### src/verilog/irq_pkg.sv
package irq_pkg;
    // ********************************************
    // Register indexes (byte address = 4 x index)
    // ********************************************
    localparam logic [5:0] IDX_PEND2 = 6'h14;
    localparam logic [5:0] IDX_PEND3 = 6'h15;
    localparam logic [5:0] IDX_CTRL = 6'h16;
    localparam logic [5:0] IDX_ENA2 = 6'h17;
    localparam logic [5:0] IDX_ENA3 = 6'h18;
    localparam logic [5:0] IDX_PRIO = 6'h19;
    localparam int ADDR_LO = 2;
    localparam int ADDR_HI = 7;

    // ********************************************
    // Control register layout
    // ********************************************
    localparam int CTRL_INT_BIT = 15;
    localparam int CTRL_NEST_HI = 14;
    localparam int CTRL_NEST_LO = 13;
    localparam int CTRL_VAB_HI = 12;
    localparam int CTRL_VAB_LO = 6;
    localparam int CTRL_DIS_BIT = 5;
    localparam logic [4:0] CTRL_RESV = 5'h1c;
    localparam logic [15:0] CTRL_RESET = 16'h001c;

    // ********************************************
    // Vector numbering
    // ********************************************
    localparam int N_WORD2 = 16;
    localparam int N_WORD3 = 15;
    localparam int N_PERIPH = 31;
    localparam int N_EXC = 8;
    localparam logic [5:0] VEC_LO2 = 6'h21;
    localparam logic [5:0] VEC_LO3 = 6'h31;
    localparam logic [5:0] EXC_VEC_FIRST = 6'h01;
    localparam int BASE_W = 14;
    localparam int VAB_W = 21;

    // ********************************************
    // Priority ranks and reset handshake
    // ********************************************
    typedef logic [2:0] rank_t;
    // Rank per exception slot: 0 lowest trap, 4 = level 3
    localparam logic [23:0] EXC_RANKS = {
        3'h0, 3'h1, 3'h2, 3'h3, 3'h4, 3'h4, 3'h4, 3'h4};
    localparam rank_t FAST_RANK = 3'h3;
    localparam logic [1:0] HOLD_LAST = 2'h1;

    typedef enum {SRC_NONE, SRC_EXC, SRC_FAST0, SRC_FAST1,
                  SRC_PER2, SRC_PER3} src_t;

    function automatic logic [1:0] nest_code(input rank_t r);
        case (r)
            3'h0: nest_code = 2'h0;
            3'h1: nest_code = 2'h1;
            3'h2: nest_code = 2'h2;
            default: nest_code = 2'h3;
        endcase
    endfunction
endpackage

### src/verilog/pick_if.sv
`timescale 1ns/10ps
`default_nettype none
interface pick_if #(parameter int N = 8);
    logic [N-1:0] req;
    logic hit;
    logic [5:0] idx;
    modport picker(input req, output hit, output idx);
    modport user(output req, input hit, input idx);
endinterface
`default_nettype wire

### src/verilog/prio_pick.sv
`timescale 1ns/10ps
`default_nettype none
module prio_pick #(parameter int N = 8) (
    pick_if.picker p
);
    logic hit_v;
    logic [5:0] idx_v;

    // Lowest index wins, so lower vectors outrank higher ones
    always_comb begin
        hit_v = 1'b0;
        idx_v = 6'h00;
        for (int i = N - 1; i >= 0; i--) begin
            if (p.req[i]) begin
                hit_v = 1'b1;
                idx_v = 6'(i);
            end
        end
    end

    assign p.hit = hit_v;
    assign p.idx = idx_v;
endmodule
`default_nettype wire

### src/verilog/irq_ctrl.sv
// Our own choice: the APB register port.
`timescale 1ns/10ps
`default_nettype none
module irq_ctrl import irq_pkg::*; #(
    parameter logic [20:0] RESET_VECTOR = 21'h000000
) (
    input wire logic MCLK,
    input wire logic RESET,
    input wire logic PSEL,
    input wire logic PENABLE,
    input wire logic PWRITE,
    input wire logic [7:0] PADDR,
    input wire logic [31:0] PWDATA,
    output logic [31:0] PRDATA,
    output logic PREADY,
    output logic PSLVERR,
    input wire logic CORE_RST,
    input wire logic [30:0] SRC_REQ,
    input wire logic [7:0] EXC_REQ,
    input wire logic [5:0] FAST0_VEC,
    input wire logic [20:0] FAST0_ADDR,
    input wire logic [5:0] FAST1_VEC,
    input wire logic [20:0] FAST1_ADDR,
    input wire logic [13:0] VECTOR_BASE,
    input wire logic [1:0] CORE_LEVEL,
    input wire logic CORE_ACK,
    output logic INT_REQ,
    output logic [1:0] NEST_LEVEL,
    output logic [20:0] VAB_OUT
);
    // ********************************************
    // State
    // ********************************************
    logic [15:0] ena2_r;
    logic [14:0] ena3_r;
    logic [3:0] prio_r;
    logic dis_r;
    logic [1:0] nest_fld_r;
    logic [6:0] vab_fld_r;
    logic int_r;
    logic [1:0] nest_r;
    logic [20:0] vab_r;
    logic [1:0] hold_r;
    logic [31:0] prdata_r;

    // ********************************************
    // Pending words
    // ********************************************
    logic [15:0] live2;
    logic [14:0] live3;
    logic [30:0] live_all;
    logic [15:0] pend2_word;
    logic [15:0] pend3_word;

    // Only enabled requests count as pending
    assign live2 = SRC_REQ[N_WORD2-1:0] & ena2_r;
    assign live3 = SRC_REQ[N_PERIPH-1:N_WORD2] & ena3_r;
    assign live_all = {live3, live2};
    assign pend2_word = ~live2;
    // Top bit has no vector behind it and reads idle
    assign pend3_word = {1'b1, ~live3};

    // ********************************************
    // Candidate pickers
    // ********************************************
    pick_if #(.N(N_EXC)) exc_p();
    pick_if #(.N(N_WORD2)) per2_p();
    pick_if #(.N(N_WORD3)) per3_p();

    // Exceptions bypass the enable words entirely
    assign exc_p.req = EXC_REQ;
    assign per2_p.req = live2;
    assign per3_p.req = live3;

    prio_pick #(.N(N_EXC)) u_exc (.p(exc_p));
    prio_pick #(.N(N_WORD2)) u_per2 (.p(per2_p));
    prio_pick #(.N(N_WORD3)) u_per3 (.p(per3_p));

    // ********************************************
    // Fast slots
    // ********************************************
    logic [4:0] f0_pos;
    logic [4:0] f1_pos;
    logic fast0_ok;
    logic fast1_ok;

    assign f0_pos = 5'(FAST0_VEC - VEC_LO2);
    assign f1_pos = 5'(FAST1_VEC - VEC_LO2);
    // A slot naming a vector below 33 never fires here
    assign fast0_ok = (FAST0_VEC >= VEC_LO2) && live_all[f0_pos];
    assign fast1_ok = (FAST1_VEC >= VEC_LO2) && live_all[f1_pos];

    // ********************************************
    // Arbitration
    // ********************************************
    rank_t exc_rank;
    rank_t rank2;
    rank_t rank3;
    rank_t sel_rank;
    src_t sel_src;
    logic [20:0] sel_vab;
    logic [5:0] sel_vec;

    assign exc_rank = EXC_RANKS[3*exc_p.idx +: 3];
    assign rank2 = 3'(prio_r[1:0]) + 3'h1;
    assign rank3 = 3'(prio_r[3:2]) + 3'h1;

    // Ties go to the earlier candidate in this chain
    always_comb begin
        sel_src = SRC_NONE;
        sel_rank = 3'h0;
        if (exc_p.hit) begin
            sel_src = SRC_EXC;
            sel_rank = exc_rank;
        end
        if (fast0_ok && (sel_src == SRC_NONE ||
                FAST_RANK > sel_rank)) begin
            sel_src = SRC_FAST0;
            sel_rank = FAST_RANK;
        end
        if (fast1_ok && (sel_src == SRC_NONE ||
                FAST_RANK > sel_rank)) begin
            sel_src = SRC_FAST1;
            sel_rank = FAST_RANK;
        end
        if (per2_p.hit && (sel_src == SRC_NONE ||
                rank2 > sel_rank)) begin
            sel_src = SRC_PER2;
            sel_rank = rank2;
        end
        if (per3_p.hit && (sel_src == SRC_NONE ||
                rank3 > sel_rank)) begin
            sel_src = SRC_PER3;
            sel_rank = rank3;
        end
    end

    always_comb begin
        sel_vec = 6'h00;
        case (sel_src)
            SRC_EXC: sel_vec = 6'(EXC_VEC_FIRST + exc_p.idx);
            SRC_PER2: sel_vec = 6'(VEC_LO2 + per2_p.idx);
            SRC_PER3: sel_vec = 6'(VEC_LO3 + per3_p.idx);
            default: sel_vec = 6'h00;
        endcase
    end

    // Fast slots jump straight to their own address
    assign sel_vab = (sel_src == SRC_FAST0) ? FAST0_ADDR :
                     (sel_src == SRC_FAST1) ? FAST1_ADDR :
                     {VECTOR_BASE, sel_vec, 1'b0};

    // ********************************************
    // Core handshake
    // ********************************************
    logic presenting;
    logic allowed;
    logic int_nxt;
    logic [1:0] nest_nxt;
    logic [20:0] vab_nxt;
    logic taken;

    assign presenting = RESET || CORE_RST || hold_r != HOLD_LAST;
    // Lowest trap may only run when nothing is nested
    assign allowed = sel_src != SRC_NONE && !dis_r &&
        (sel_rank > {1'b0, CORE_LEVEL} || CORE_LEVEL == 2'h0);
    assign int_nxt = allowed && !presenting;
    assign nest_nxt = int_nxt ? nest_code(sel_rank) : 2'h0;
    assign vab_nxt = presenting ? RESET_VECTOR : sel_vab;
    assign taken = CORE_ACK && int_r;

    always_ff @(posedge MCLK) begin
        if (RESET || CORE_RST) begin
            hold_r <= 2'h0;
        end else if (hold_r != HOLD_LAST) begin
            hold_r <= hold_r + 2'h1;
        end
    end

    always_ff @(posedge MCLK) begin
        if (RESET) begin
            int_r <= 1'b0;
            nest_r <= 2'h0;
            vab_r <= RESET_VECTOR;
        end else begin
            int_r <= int_nxt;
            nest_r <= nest_nxt;
            vab_r <= vab_nxt;
        end
    end

    // Fields move only when the core enters a service routine
    always_ff @(posedge MCLK) begin
        if (RESET) begin
            nest_fld_r <= CTRL_RESET[CTRL_NEST_HI:CTRL_NEST_LO];
            vab_fld_r <= CTRL_RESET[CTRL_VAB_HI:CTRL_VAB_LO];
        end else if (taken) begin
            nest_fld_r <= nest_r;
            vab_fld_r <= vab_r[7:1];
        end
    end

    assign INT_REQ = int_r;
    assign NEST_LEVEL = nest_r;
    assign VAB_OUT = vab_r;

    // ********************************************
    // APB slave
    // ********************************************
    logic [5:0] idx;
    logic setup;
    logic access;
    logic mapped;
    logic wr;
    logic [15:0] ctrl_word;
    logic [15:0] rd_word;

    assign idx = PADDR[ADDR_HI:ADDR_LO];
    assign setup = PSEL && !PENABLE;
    assign access = PSEL && PENABLE;
    assign mapped = idx == IDX_PEND2 || idx == IDX_PEND3 ||
                    idx == IDX_CTRL || idx == IDX_ENA2 ||
                    idx == IDX_ENA3 || idx == IDX_PRIO;
    assign wr = access && PWRITE;
    // Reserved bits read back fixed, whatever software wrote
    assign ctrl_word = {int_r, nest_fld_r, vab_fld_r,
                        dis_r, CTRL_RESV};
    assign rd_word = (idx == IDX_PEND2) ? pend2_word :
                     (idx == IDX_PEND3) ? pend3_word :
                     (idx == IDX_CTRL) ? ctrl_word :
                     (idx == IDX_ENA2) ? ena2_r :
                     (idx == IDX_ENA3) ? {1'b0, ena3_r} :
                     (idx == IDX_PRIO) ? {12'h000, prio_r} :
                     16'h0000;

    // Read data is latched in setup so it is ready for access
    always_ff @(posedge MCLK) begin
        if (RESET) begin
            prdata_r <= 32'h00000000;
        end else if (setup && !PWRITE) begin
            prdata_r <= {16'h0000, rd_word};
        end
    end

    // Pending words and read-only fields have no write path
    always_ff @(posedge MCLK) begin
        if (RESET) begin
            ena2_r <= 16'h0000;
            ena3_r <= 15'h0000;
            prio_r <= 4'h0;
            dis_r <= CTRL_RESET[CTRL_DIS_BIT];
        end else if (wr) begin
            if (idx == IDX_CTRL) begin
                dis_r <= PWDATA[CTRL_DIS_BIT];
            end
            if (idx == IDX_ENA2) begin
                ena2_r <= PWDATA[15:0];
            end
            if (idx == IDX_ENA3) begin
                ena3_r <= PWDATA[14:0];
            end
            if (idx == IDX_PRIO) begin
                prio_r <= PWDATA[3:0];
            end
        end
    end

    assign PRDATA = prdata_r;
    assign PREADY = 1'b1;
    assign PSLVERR = access && !mapped;
endmodule
`default_nettype wire

### config.mk
export PLATFORM = sky130hd
export DESIGN_NAME = irq_ctrl
export DESIGN_NICKNAME = d
export VERILOG_FILES = /design/src/verilog/irq_pkg.sv /design/src/verilog/pick_if.sv /design/src/verilog/prio_pick.sv /design/src/verilog/irq_ctrl.sv
export SDC_FILE = /design/constraint.sdc
export NUM_CORES = 1
export LEC_CHECK = 0
export BUFFER_PORTS_ARGS = -buffer_cell sky130_fd_sc_hd__buf_2
export CAP_MARGIN = 20
export CELL_PAD_IN_SITES_DETAIL_PLACEMENT = 0
export CELL_PAD_IN_SITES_GLOBAL_PLACEMENT = 1
export CORE_MARGIN = 2
export CORE_UTILIZATION = 37
export CTS_BUF_LIST = sky130_fd_sc_hd__clkbuf_8
export CTS_CLUSTER_DIAMETER = 200
export DETAILED_ROUTE_END_ITERATION = 12
export PLACE_DENSITY_LB_ADDON = 0.1
export SYNTH_ARGS = -nofsm -noshare
export SYNTH_HDL_FRONTEND = slang
export SYNTH_SLANG_ARGS = --single-unit
### constraint.sdc
create_clock -name MCLK -period 7.7 [get_ports MCLK]
set_clock_uncertainty 0.15 [all_clocks]
set_input_delay 0.385 -clock MCLK [delete_from_list [all_inputs] [get_ports MCLK]]
set_output_delay 0.385 -clock MCLK [all_outputs]
set_load 0.005 [all_outputs]
==> key figures, run 1 <==
Clock network
  – # resized after CTS: 0
  – Hold buffer count at CTS: 0
  – CTS tree: done
  – Clock Sinks: 87
  – Maximum buffer depth of the clock tree: 2
  – H-tree levels: 3
  – Root Driver: clkbuf_8
  – Clock slew at reported path FFs: about 0.090 ns
  – Clk Latency, worst-skew pair: roughly 0.38 ns
  – Clock buffer count from CTS: 9
  – Setup repair bufs after CTS: 0

Floorplan
  – Die X: 131.8 microns
  – Core area: roughly 16000 sq um
  – DIE AREA: about 17000 sq um
  – Ports: 214
  – Starting Density: between 30% and 40%
  – Rows: 46
  – Die Ht: 131.8 microns

Worst setup path
  – CP startpoint kind: input port
  – Slowest-stage cell, CP: o21ai_2
  – WP buf/inv: 3
  – Kind of end point of the critical path: register
  – Worst Path Arrival: 7.12 ns
  – Required time of the worst setup path: 7.81 ns
  – Most frequent CP cell: ha_1
  – Setup CP Type: in2reg
  – Crit-path max FO: 13
  – CP max stage delay: 0.37 ns
  – Worst path top cell family by delay: compound AO/OA/AOI/OAI gates

Placed design
  – Placed cell areas: approximately 7000 sq um
  – Port Buf Inserts: between 150 and 200
  – Dpl hpwl: roughly 17 mm
  – RePlAce Congestion: 0.9243

STA
  – RSZ-0062 raised after global routing: false
  – Final hold viol count: 0
  – Final TNS setup: 0 ns
  – Fmax: about 140 MHz
  – Endpoints failing setup: 0
  – Worst slew pin tran: 1.071 ns
  – Max-slew violation count: 0
  – Max_slew headroom: 27.79%
  – Min Tclk post-route: 7.015 ns
  – Fin crit share: 91.10%

Global route
  – GRT Residual Overflow: 0
  – Largest net degree at the start of global routing: 65
  – First-pass GRT wire length: 33.11 mm
  – Number of global-route vias before repair: 6169
  – Gr usage total: roughly 24%
  – Initial antenna violation count: 0

Pwr
  – Power share of the combinational group: between 10% and 20%
  – Total net switching power: 0.2568 mW
  – Clk pwr share: 36.3%
  – Peak supply drop: 0.09395 mV
  – Switching Fraction: 27.34%
  – PD cells: 130.5 nW/um^2
  – Flop pwr share: 48.9%
  – Leak: 2.981 nW
  – Pint: 0.6824 mW
  – Power consumption: 0.9392 mW

Finish
  – Ant. Diodes: 0
  – Final Cell Area: between 7000 and 8000 sq um
  – Layout area overhead: 19.16%
  – # nets final: 1104
  – Layout cells sized above 1: around 25%

Logic synthesis
  – Post-synth cell types: 80
  – Largest cells by area after synthesis: dfxtp_1 (29%), nand2_1 (8.9%), a21oi_1 (7.0%), nor2_1 (4.2%), ha_1 (3.7%)
  – Combinational family with the most area after synthesis: compound AO/OA/AOI/OAI gates
  – Simple-gate portion of the synthesized area: 24.07%
  – Synth Flop Type: dfxtp_1
  – Compound-Gate Fraction of Synth Area: 24.15%
  – Synth async-reset ratio: 0%
  – Yosys top cell by area: dfxtp_1
  – Syn Area/Cell: 7.765 sq um
  – Mux cell area share after synthesis: 9.859%
  – Synth Area in Adders: under 10%
  – Xor-xnor portion of the synthesized cell area: under 10%
  – Post-Syn Instances: roughly 800
  – Syn Std Cell Area: approximately 6000 sq um
  – Sequential share of the synthesized area: between 20 and 30%
  – Ys Warns: 0
  – Post-synth EDFFs: 0
  – Yosys top cell area share: 28.83%
  – #FFs+latches synth: 87

Drt
  – Drt wl/cell: 18.48 microns
  – Drt initial violations: 442
  – TritonRoute pass-1 iters: 7
  – Drt total wl: between 20 and 25 mm
  – Routed Antenna Nets: 0
  – Vias: 6372
  – DRC viols: 0
  – Vias/cell: 5.536

Hold path
  – Min-delay worst type: in2reg

Flow run
  – Max capacitance violation total: 0

Status
  – Status: completed
## final cells by class
type / instances / area, sq um
inverters: 24 / 90.09
clock inverters: 5 / 56.30
multi-input cells: 625 / 3960
well taps: 216 / 270.3
clock buffers: 11 / 151.4
repair buffers: 183 / 928.4
flip-flops and latches: 87 / 1742
fillers: 1704 / 8745
## layout by cell type (no fill, tap or decap), drive strengths merged, types with 3 or more instances in the layout
cell and count:
a211o 3, a211oi 21, a21oi 85, a221oi 8
a22oi 8, a31oi 5, and2 9, buf 183
clkbuf 11, clkinv 3, conb 17, dfxtp 87
ha 18, inv 24, mux2 3, mux2i 22
mux4 14, nand2 144, nand2b 5, nand3 27
nand4 8, nor2 67, nor2b 5, nor3 23
nor3b 3, nor4 5, o211a 3, o211ai 5
o21a 4, o21ai 40, o21bai 3, o221ai 10
o22ai 6, or2 4, or2b 3, or3 4
xnor2 7, xor2 6
## per-stage QoR
step           setup slack, ns  instances  hold slack, ns  util, %
5_1_grt               0.004373       1151         0.04426    45.15
3_3_place_gp            0.4160       1135          0.2987    43.78
3_5_place_dp            0.2035       1135          0.3080    43.78
4_1_cts                 0.5880       1151         0.03010    45.08
2_1_floorplan            1.223        793          0.2860        -
6_report                0.6854       1151         0.05890    45.15
## flip-flops by register name (all words and copies together), names as in the netlist
register	flops
ena2_r	16
INT_REQ	1
nest_fld_r	2
VAB_OUT	21
dis_r	1
ena3_r	15
hold_r	2
PRDATA	16
NEST_LEVEL	2
prio_r	4
vab_fld_r	7
## power by group through the flow
stage          sequential (mW)  combinational, mW  clock [mW]
6_report                 0.459              0.139       0.341
5_1_grt                  0.460              0.154       0.371
4_1_cts                  0.459              0.138       0.351
3_5_place_dp             0.470              0.137           0
3_3_place_gp             0.470              0.134           0
2_1_floorplan            0.469             0.0780           0
## cell families after synthesis
kind of cell               count (synthesis)
and+or+nand+nor                          312
AOI/OAI and AO/OA                        226
buffers and inverters                     81
adders and majority gates                 18
DFF                                       87
xor gates and xnor gates                  13
other                                      2
muxes                                     39
## Yosys cell counts (5+ instances only)
master and number:
and2_1 8, nand2_1 144, o211ai_1 5, nand3_1 27
a21oi_1 85, nor3_1 22, nand4_1 8, dfxtp_1 87
mux4_2 7, inv_1 21, nor2_1 67, o221ai_1 10
o22ai_1 6, clkbuf_1 26, a31oi_1 5, o21ai_0 36
nor2b_1 5, buf_4 20, mux2i_1 22, a22oi_1 8
a211oi_1 21, ha_1 18, xnor2_1 6, a221oi_1 8
mux4_1 7
## final timing paths
path,start,slack [ns],endpoint,cells past startpoint
worst max-delay path,FAST1_VEC[0],0.69,NEST_LEVEL[0],32
worst min-delay path,CORE_RST,0.06,hold_r[1],2
worst max register to register,ena2_r[3],0.85,NEST_LEVEL[0],29
worst min register to register,PRDATA[14],0.32,PRDATA[14],2
## layer usage
metal	vias to the layer above	GRT usage (%)	routed length, microns
li1	3099	-	-
met3	21	4.998	1383
met4	0	6.099	328
met2	246	39.21	9939
met5	-	0	0
met1	3006	32.73	9615
## worst reg2reg max path: cells and delay by family, from the launching register on
kind | cells | cell delay [ns]
AOI/OAI and AO/OA | 13 | 2.73
adders and majority gates | 3 | 0.93
buffers and inverters | 1 | 0.10
DFF | 1 | 0.36
muxes | 1 | 0.59
and+or+nand+nor | 11 | 1.89
No activity file was read; power rests on OpenSTA's default activity.
==> run 2: changes to the inputs <==
--- a/config.mk
+++ b/config.mk
@@ -5,15 +5,17 @@
 export SDC_FILE = /design/constraint.sdc
 export NUM_CORES = 1
 export LEC_CHECK = 0
+export ABC_AREA = 1
 export BUFFER_PORTS_ARGS = -buffer_cell sky130_fd_sc_hd__buf_2
 export CAP_MARGIN = 20
 export CELL_PAD_IN_SITES_DETAIL_PLACEMENT = 0
 export CELL_PAD_IN_SITES_GLOBAL_PLACEMENT = 1
 export CORE_MARGIN = 2
-export CORE_UTILIZATION = 37
+export CORE_UTILIZATION = 36
 export CTS_BUF_LIST = sky130_fd_sc_hd__clkbuf_8
 export CTS_CLUSTER_DIAMETER = 200
 export DETAILED_ROUTE_END_ITERATION = 12
+export GPL_ROUTABILITY_DRIVEN = 0
 export PLACE_DENSITY_LB_ADDON = 0.1
 export SYNTH_ARGS = -nofsm -noshare
 export SYNTH_HDL_FRONTEND = slang
==> run 2 against run 1 <==
Compared with the run above: non-clock buffer count grew 4; register-to-register slack gained 1.5 ns; utilization shrank 1.7 points; hold slack gained 0.061 ns; synthesized area grew 5.2%; combinational power grew 19%; global-route usage grew 0.81 points; critical path depth grew 3; maximum frequency grew 18%; cell count grew 20%; largest cell class unchanged.
==> key figures, run 2 <==
Status
  – Status: completed

Clock network
  – Hold buffer count at CTS: 0 (unchanged)
  – # resized after CTS: 0 (unchanged)
  – Clk Latency, worst-skew pair: 0.37 ns (about the same)
  – Maximum buffer depth of the clock tree: 2 (unchanged)
  – Clock slew at reported path FFs: 0.09 ns (about the same)
  – Root Driver: clkbuf_8
  – H-tree levels: 3 (unchanged)
  – Clock Sinks: 87 (unchanged)
  – Setup repair bufs after CTS: 0 (unchanged)
  – Clock buffer count from CTS: 9 (unchanged)
  – CTS tree: done

Global route
  – GRT Residual Overflow: 0 (unchanged)
  – First-pass GRT wire length: 35.46 mm (+7.1%)
  – Largest net degree at the start of global routing: 41 (-37%)
  – Initial antenna violation count: 0 (unchanged)
  – Number of global-route vias before repair: 6518 (+5.7%)
  – Gr usage total: 24.90% (+0.81 points)

Placed design
  – Dpl hpwl: 18.30 mm (+9.8%)
  – Placed cell areas: 7282 sq um (+4.3%)
  – Port Buf Inserts: 178 (unchanged)

Worst setup path
  – Worst Path Arrival: 6.05 ns (-1.07 ns)
  – Setup CP Type: in2reg
  – Required time of the worst setup path: 7.81 ns (about the same)
  – CP max stage delay: 0.54 ns (+0.17 ns)
  – CP startpoint kind: input port
  – Most frequent CP cell: nand3_1
  – R2R Path Start: ena2_r[10]
  – Slowest-stage cell, CP: ha_1
  – CP Launch Point: FAST0_VEC[0]
  – Kind of end point of the critical path: register
  – Crit-path max FO: 35 (+22)

Finish
  – Layout cells sized above 1: 21.51% (-3.6 points)
  – Layout fillers: 1984 (+16%)
  – # nets final: 1322 (+20%)
  – Most frequent cells in the layout: nand2_1 (200), buf_2 (178), nand3_1 (142)
  – Layout area overhead: 18.25%
  – Ant. Diodes: 0 (unchanged)
  – Final Cell Area: 7516 sq um (+4.4%)
  – Commonest non-fill, non-tap cell in the layout: nand2_1
  – Largest register FFs: 21 (unchanged)

Floorplan
  – Die X: 136.9 microns (+3.9%)
  – Core area: 17300 sq um (+8.5%)
  – Ports: 214 (unchanged)
  – Rows: 48 (+4.3%)
  – Die Ht: 136.9 microns (+3.9%)
  – Starting Density: 36.75% (-1.1 points)
  – DIE AREA: 18730 sq um (+7.9%)

Logic synthesis
  – Synth Flop Type: dfxtp_1
  – Yosys top cell area share: 27.40% (-1.4 points)
  – Top-count cell post-synth: nand2_1
  – Post-synth EDFFs: 0 (unchanged)
  – Sequential share of the synthesized area: 27.40% (-1.4 points)
  – Largest cells by area after synthesis: dfxtp_1 (27%), nand2_1 (12%), nand3_1 (11%), nor2_1 (6.6%), inv_1 (6.0%)
  – #FFs+latches synth: 87 (unchanged)
  – Yosys top cell by area: dfxtp_1
  – Combinational family with the most area after synthesis: simple AND/OR/NAND/NOR gates
  – Ys Warns: 0 (unchanged)
  – Synth async-reset ratio: 0% (unchanged)
  – Synth cell count leaders: nand2_1 (200), nand3_1 (142), nor2_1 (111), inv_1 (102), dfxtp_1 (87)
  – Syn Area/Cell: 6.420 sq um (-17%)
  – Compound-Gate Fraction of Synth Area: 18.01% (-6.1 points)
  – Post-Syn Instances: 990 (+27%)
  – Syn Std Cell Area: 6356 sq um (+5.2%)
  – Xor-xnor portion of the synthesized cell area: 1.516% (-0.74 points)
  – Post-synth cell types: 51 (-36%)
  – Synth Area in Adders: 3.543% (-0.18 points)
  – Simple-gate portion of the synthesized area: 36.77% (+13 points)
  – Mux cell area share after synthesis: 0% (-9.9 points)

Pwr
  – PD cells: 128.0 nW/um^2 (-1.9%)
  – Leak: 3.666 nW (+23%)
  – Peak supply drop: 0.09230 mV (-1.8%)
  – Power consumption: 0.9621 mW (+2.4%)

STA
  – Final hold viol count: 0 (unchanged)
  – Worst slew pin tran: 0.9805 ns (-0.09090 ns)
  – Max-slew violation count: 0 (unchanged)
  – Endpoints failing setup: 0 (unchanged)
  – Hold Slack: 0.1203 ns (+0.06143 ns)
  – Max_slew headroom: 34.09% (+6.3 points)
  – Min Tclk post-route: 5.938 ns (-1.077 ns)
  – Final TNS setup: 0 ns (unchanged)
  – RSZ-0062 raised after global routing: false
  – Fin crit share: 77.11% (-14 points)
  – Fmax: 168.4 MHz (+18%)

Drt
  – Drt total wl: 23.57 mm (+11%)
  – Drt wl/cell: 17.11 microns (-7.4%)
  – TritonRoute pass-1 iters: 5 (-2)
  – DRC viols: 0 (unchanged)
  – Vias/cell: 5.115 (-7.6%)
  – Drt initial violations: 478 (+8.1%)
  – Routed Antenna Nets: 0 (unchanged)
  – Vias: 7048 (+11%)

Hold path
  – Hold_sp: FAST0_ADDR[8]
  – Min-delay worst type: in2reg

Flow run
  – Max capacitance violation total: 0 (unchanged)
## run 2: logic make-up after synthesis
kind of cell | after synthesis
compound gates | 195
xor+xnor | 11
fa+ha+maj | 18
buf+inv | 167
flops | 87
other cells | 2
simple gates | 510
## run 2: final timing paths
| path | slack, ns | end | depth (start not counted) |
|---|---|---|---|
| min reg2reg | 0.32 | PRDATA[6] | 2 |
| max reg2reg | 2.38 | NEST_LEVEL[0] | 34 |
| max | 1.76 | NEST_LEVEL[0] | 35 |
| min | 0.12 | VAB_OUT[8] | 3 |
## run 2: report_power, final
group | total, mW | leakage, nW | internal [mW] | switching, mW
Sequential | 0.457 | 0.702 | 0.454 | 0.00296
Combinational | 0.165 | 2.86 | 0.0632 | 0.102
Clock | 0.339 | 0.103 | 0.161 | 0.179
## run 2: through the flow
stage	std cells	setup slack [ns]	utilization, %
floorplan	1005	2.618	-
global placement	1361	1.425	42.10
detailed placement	1361	1.416	42.10
CTS	1377	1.797	43.29
global route	1378	1.228	43.45
finish	1378	1.762	43.45
## run 2: area by class of cell
type | instances | area, sq um | area share, %
well taps | 225 | 281.5 | 3.746
flip-flops and latches | 87 | 1742 | 23.17
repair buffers | 187 | 978.4 | 13.02
clock buffers | 10 | 137.6 | 1.831
multi-input cells | 751 | 3874 | 51.54
clock inverters | 6 | 68.82 | 0.9156
inverters | 112 | 434.2 | 5.777
## run 2: routing by layer
layer | vias to the layer above | global-route usage (%) | share of wire (%)
li1 | 3604 | - | -
met1 | 3193 | 33.06 | 44
met2 | 221 | 42.08 | 48
met3 | 30 | 3.889 | 5.8
met4 | 0 | 6.415 | 2.0
met5 | - | 0 | 0
## run 2: worst max-delay path, delay by kind of cell
kind	cells	cell delay, ns
AO/OA/AOI/OAI	4	0.54
buffers and inverters	5	0.95
AND/OR/NAND/NOR	22	2.80
adder cells (fa/ha/maj)	4	1.34
==> run 3: changes to the inputs <==
--- a/config.mk
+++ b/config.mk
@@ -11,7 +11,7 @@
 export CELL_PAD_IN_SITES_DETAIL_PLACEMENT = 0
 export CELL_PAD_IN_SITES_GLOBAL_PLACEMENT = 1
 export CORE_MARGIN = 2
-export CORE_UTILIZATION = 36
+export CORE_UTILIZATION = 32
 export CTS_BUF_LIST = sky130_fd_sc_hd__clkbuf_8
 export CTS_CLUSTER_DIAMETER = 200
 export DETAILED_ROUTE_END_ITERATION = 12
==> constraint.sdc (replaced) <==
create_clock -name MCLK -period 5.2 [get_ports MCLK]
set_clock_uncertainty 0.15 [all_clocks]
set_input_delay 0.26 -clock MCLK [delete_from_list [all_inputs] [get_ports MCLK]]
set_output_delay 0.26 -clock MCLK [all_outputs]
set_load 0.005 [all_outputs]
==> run 3 against run 2 <==
Compared with the run above: count of clock-buffer cells in the layout up 1; via count grew 1.5%; register-to-register slack lost 1.9 ns; non-clock buffer count is 33 higher; global-route usage decreased by 2.5 points; sequential share of layout area down 0.98 points; die area grew 12%; power up 50%; first-iteration DRC count shrank 12%; critical path type is now reg2reg; largest power group unchanged.
==> key figures, run 3 (same netlist as run 2, synthesis figures left out) <==
STA
  – Hold Slack: 0.01858 ns (-0.1018 ns)
  – Final TNS setup: 0 ns (unchanged)
  – Max_slew headroom: 28.67% (-5.4 points)
  – Max-slew violation count: 0 (unchanged)
  – Final hold viol count: 0 (unchanged)
  – Fmax: roughly 210 MHz
  – Worst slew pin tran: 1.062 ns (+0.08140 ns)
  – Endpoints failing setup: 0 (unchanged)
  – Setup WS post-layout: 0.4542 ns (-1.308 ns)
  – Min Tclk post-route: roughly 4.7 ns
  – Fin crit share: between 90% and 100%
  – RSZ-0062 raised after global routing: false

Placed design
  – Placed cell areas: 7468 sq um (+2.6%)
  – Port Buf Inserts: 178 (unchanged)
  – Dpl cells: 1418 (+4.2%)
  – Dpl hpwl: 19.12 mm (+4.5%)
  – Pre-CTS WS: 0.2556 ns (-1.160 ns)

Floorplan
  – DIE AREA: 21010 sq um (+12%)
  – Starting Density: 32.66% (-4.1 points)
  – Rows: 51 (+6.3%)
  – Die Ht: 144.9 microns (+5.9%)
  – Die X: 144.9 microns (+5.9%)
  – Core area: 19460 sq um (+13%)
  – Ports: 214 (unchanged)

Drt
  – TritonRoute pass-1 iters: 5 (unchanged)
  – DRC viols: 0 (unchanged)
  – Drt initial violations: 422 (-12%)
  – Vias/cell: 4.930 (-3.6%)
  – Drt wl/cell: 16.73 microns (-2.2%)
  – Vias: 7153 (+1.5%)
  – Drt total wl: 24.28 mm (+3.0%)
  – Routed Antenna Nets: 0 (unchanged)

Finish
  – Final Cell Area: 7848 sq um (+4.4%)
  – Multi-input gate area: 3882 sq um (+0.23%)
  – Largest register FFs: 21 (unchanged)
  – Reg area: 1742 sq um (unchanged)
  – Layout area overhead: 23.46%
  – Layout cells sized above 1: 22.18% (+0.67 points)
  – Layout fillers: 2221 (+12%)
  – Most frequent cells in the layout: nand2_1 (200), buf_2 (178), nand3_1 (142)
  – Commonest non-fill, non-tap cell in the layout: nand2_1
  – # nets final: 1355 (+2.5%)
  – Fin cells: 1451 (+5.3%)
  – Ant. Diodes: 0 (unchanged)

Worst setup path
  – CP Launch Point: ena2_r[15]
  – Required time of the worst setup path: 5.31 ns (-2.50 ns)
  – R2R Path End: NEST_LEVEL[0]
  – CP max stage delay: 0.37 ns (-0.17 ns)
  – Setup slack, reg-to-reg: 0.45 ns (-1.93 ns)
  – Setup CP Type: reg2reg
  – Crit path to: NEST_LEVEL[0]
  – CP startpoint kind: register
  – Length in cells of the worst reg-to-reg path: 32 (-5.9%)
  – Kind of end point of the critical path: register
  – R2R Path Start: ena2_r[15]
  – Most frequent CP cell: nand2_1
  – Slowest-stage cell, CP: dfxtp_1
  – Crit-path max FO: 6 (-83%)
  – Worst Path Arrival: 4.86 ns (-1.19 ns)

Pwr
  – Peak supply drop: 0.1357 mV (+47%)
  – PD cells: 184.3 nW/um^2 (+44%)
  – Leak: 3.805 nW (+3.8%)

Clock network
  – Maximum buffer depth of the clock tree: 2 (unchanged)
  – Clock Sinks: 87 (unchanged)
  – CTS tree: done
  – Setup repair bufs after CTS: 0 (unchanged)
  – Clk Latency, worst-skew pair: 0.37 ns (about the same)
  – Clock slew at reported path FFs: 0.09 ns (about the same)
  – Root Driver: clkbuf_8
  – # resized after CTS: 0 (unchanged)
  – H-tree levels: 3 (unchanged)
  – Clock buffer count from CTS: 9 (unchanged)

Global route
  – Largest net degree at the start of global routing: 41 (unchanged)
  – Initial antenna violation count: 0 (unchanged)
  – Gr usage total: 22.41% (-2.5 points)
  – First-pass GRT wire length: 37.27 mm (+5.1%)
  – Number of global-route vias before repair: 6802 (+4.4%)
  – GRT Residual Overflow: 0 (unchanged)

Status
  – Status: completed

Hold path
  – Min-delay worst type: in2reg

Flow run
  – Max capacitance violation total: 0 (unchanged)
run 3: worst min-delay path by stage:
stage	to	startpoint	depth (start not counted)	slack [ns]
finish	VAB_OUT[0]	FAST0_ADDR[0]	3	0.02
global route	ena3_r[0]	PWDATA[0]	3	0.02
CTS	VAB_OUT[14]	FAST0_ADDR[14]	3	0.0008
detailed placement	PRDATA[1]	PRDATA[1]	2	0.31
global placement	PRDATA[1]	PRDATA[1]	2	0.30
floorplan	PRDATA[9]	RESET	1	0.18
run 3: what timing repair did:
item                       in CTS  in global routing
setup endpoints to repair       0                  0
hold buffers                   17                  0
hold endpoints to repair       18                  0
run 3: stage by stage:
stage          power [mW]  utilization, %
2_1_floorplan      0.8313               -
3_3_place_gp       0.9419           38.37
3_5_place_dp       0.9414           38.37
4_1_cts             1.457           40.32
5_1_grt             1.517           40.32
6_report            1.446           40.32
run 3: layout make-up:
cell class                 count  area share [%]
clock buffer                  11           1.929
clock inverter                 5          0.7334
inverter                     112           5.533
multi-input combinational    751           49.47
sequential                    87           22.19
tap                          265           4.225
timing repair buffer         220           15.91
run 3: worst max-delay path, delay by kind of cell (launching register included):
kind                       cells  cell delay [ns]
adders and majority gates      3             0.85
DFF                            1             0.37
and+or+nand+nor               20             2.03
buffers and inverters          3             0.24
AOI/OAI and AO/OA              6             0.98
run 3: report_power, final:
group / switching (mW) / leakage (nW) / total, mW / internal [mW]
combinational: 0.156 / 3.00 / 0.261 / 0.105
clock: 0.261 / 0.103 / 0.508 / 0.248
sequential: 0.00421 / 0.702 / 0.677 / 0.673
run 3: routing by layer:
| layer | vias to the layer above | part of all wire [%] | global-route usage [%] |
|---|---|---|---|
| met5 | - | 0 | 0 |
| met4 | 0 | 1.6 | 5.149 |
| met3 | 23 | 4.9 | 3.585 |
| met2 | 199 | 49 | 39.14 |
| met1 | 3270 | 44 | 28.96 |
| li1 | 3661 | - | - |
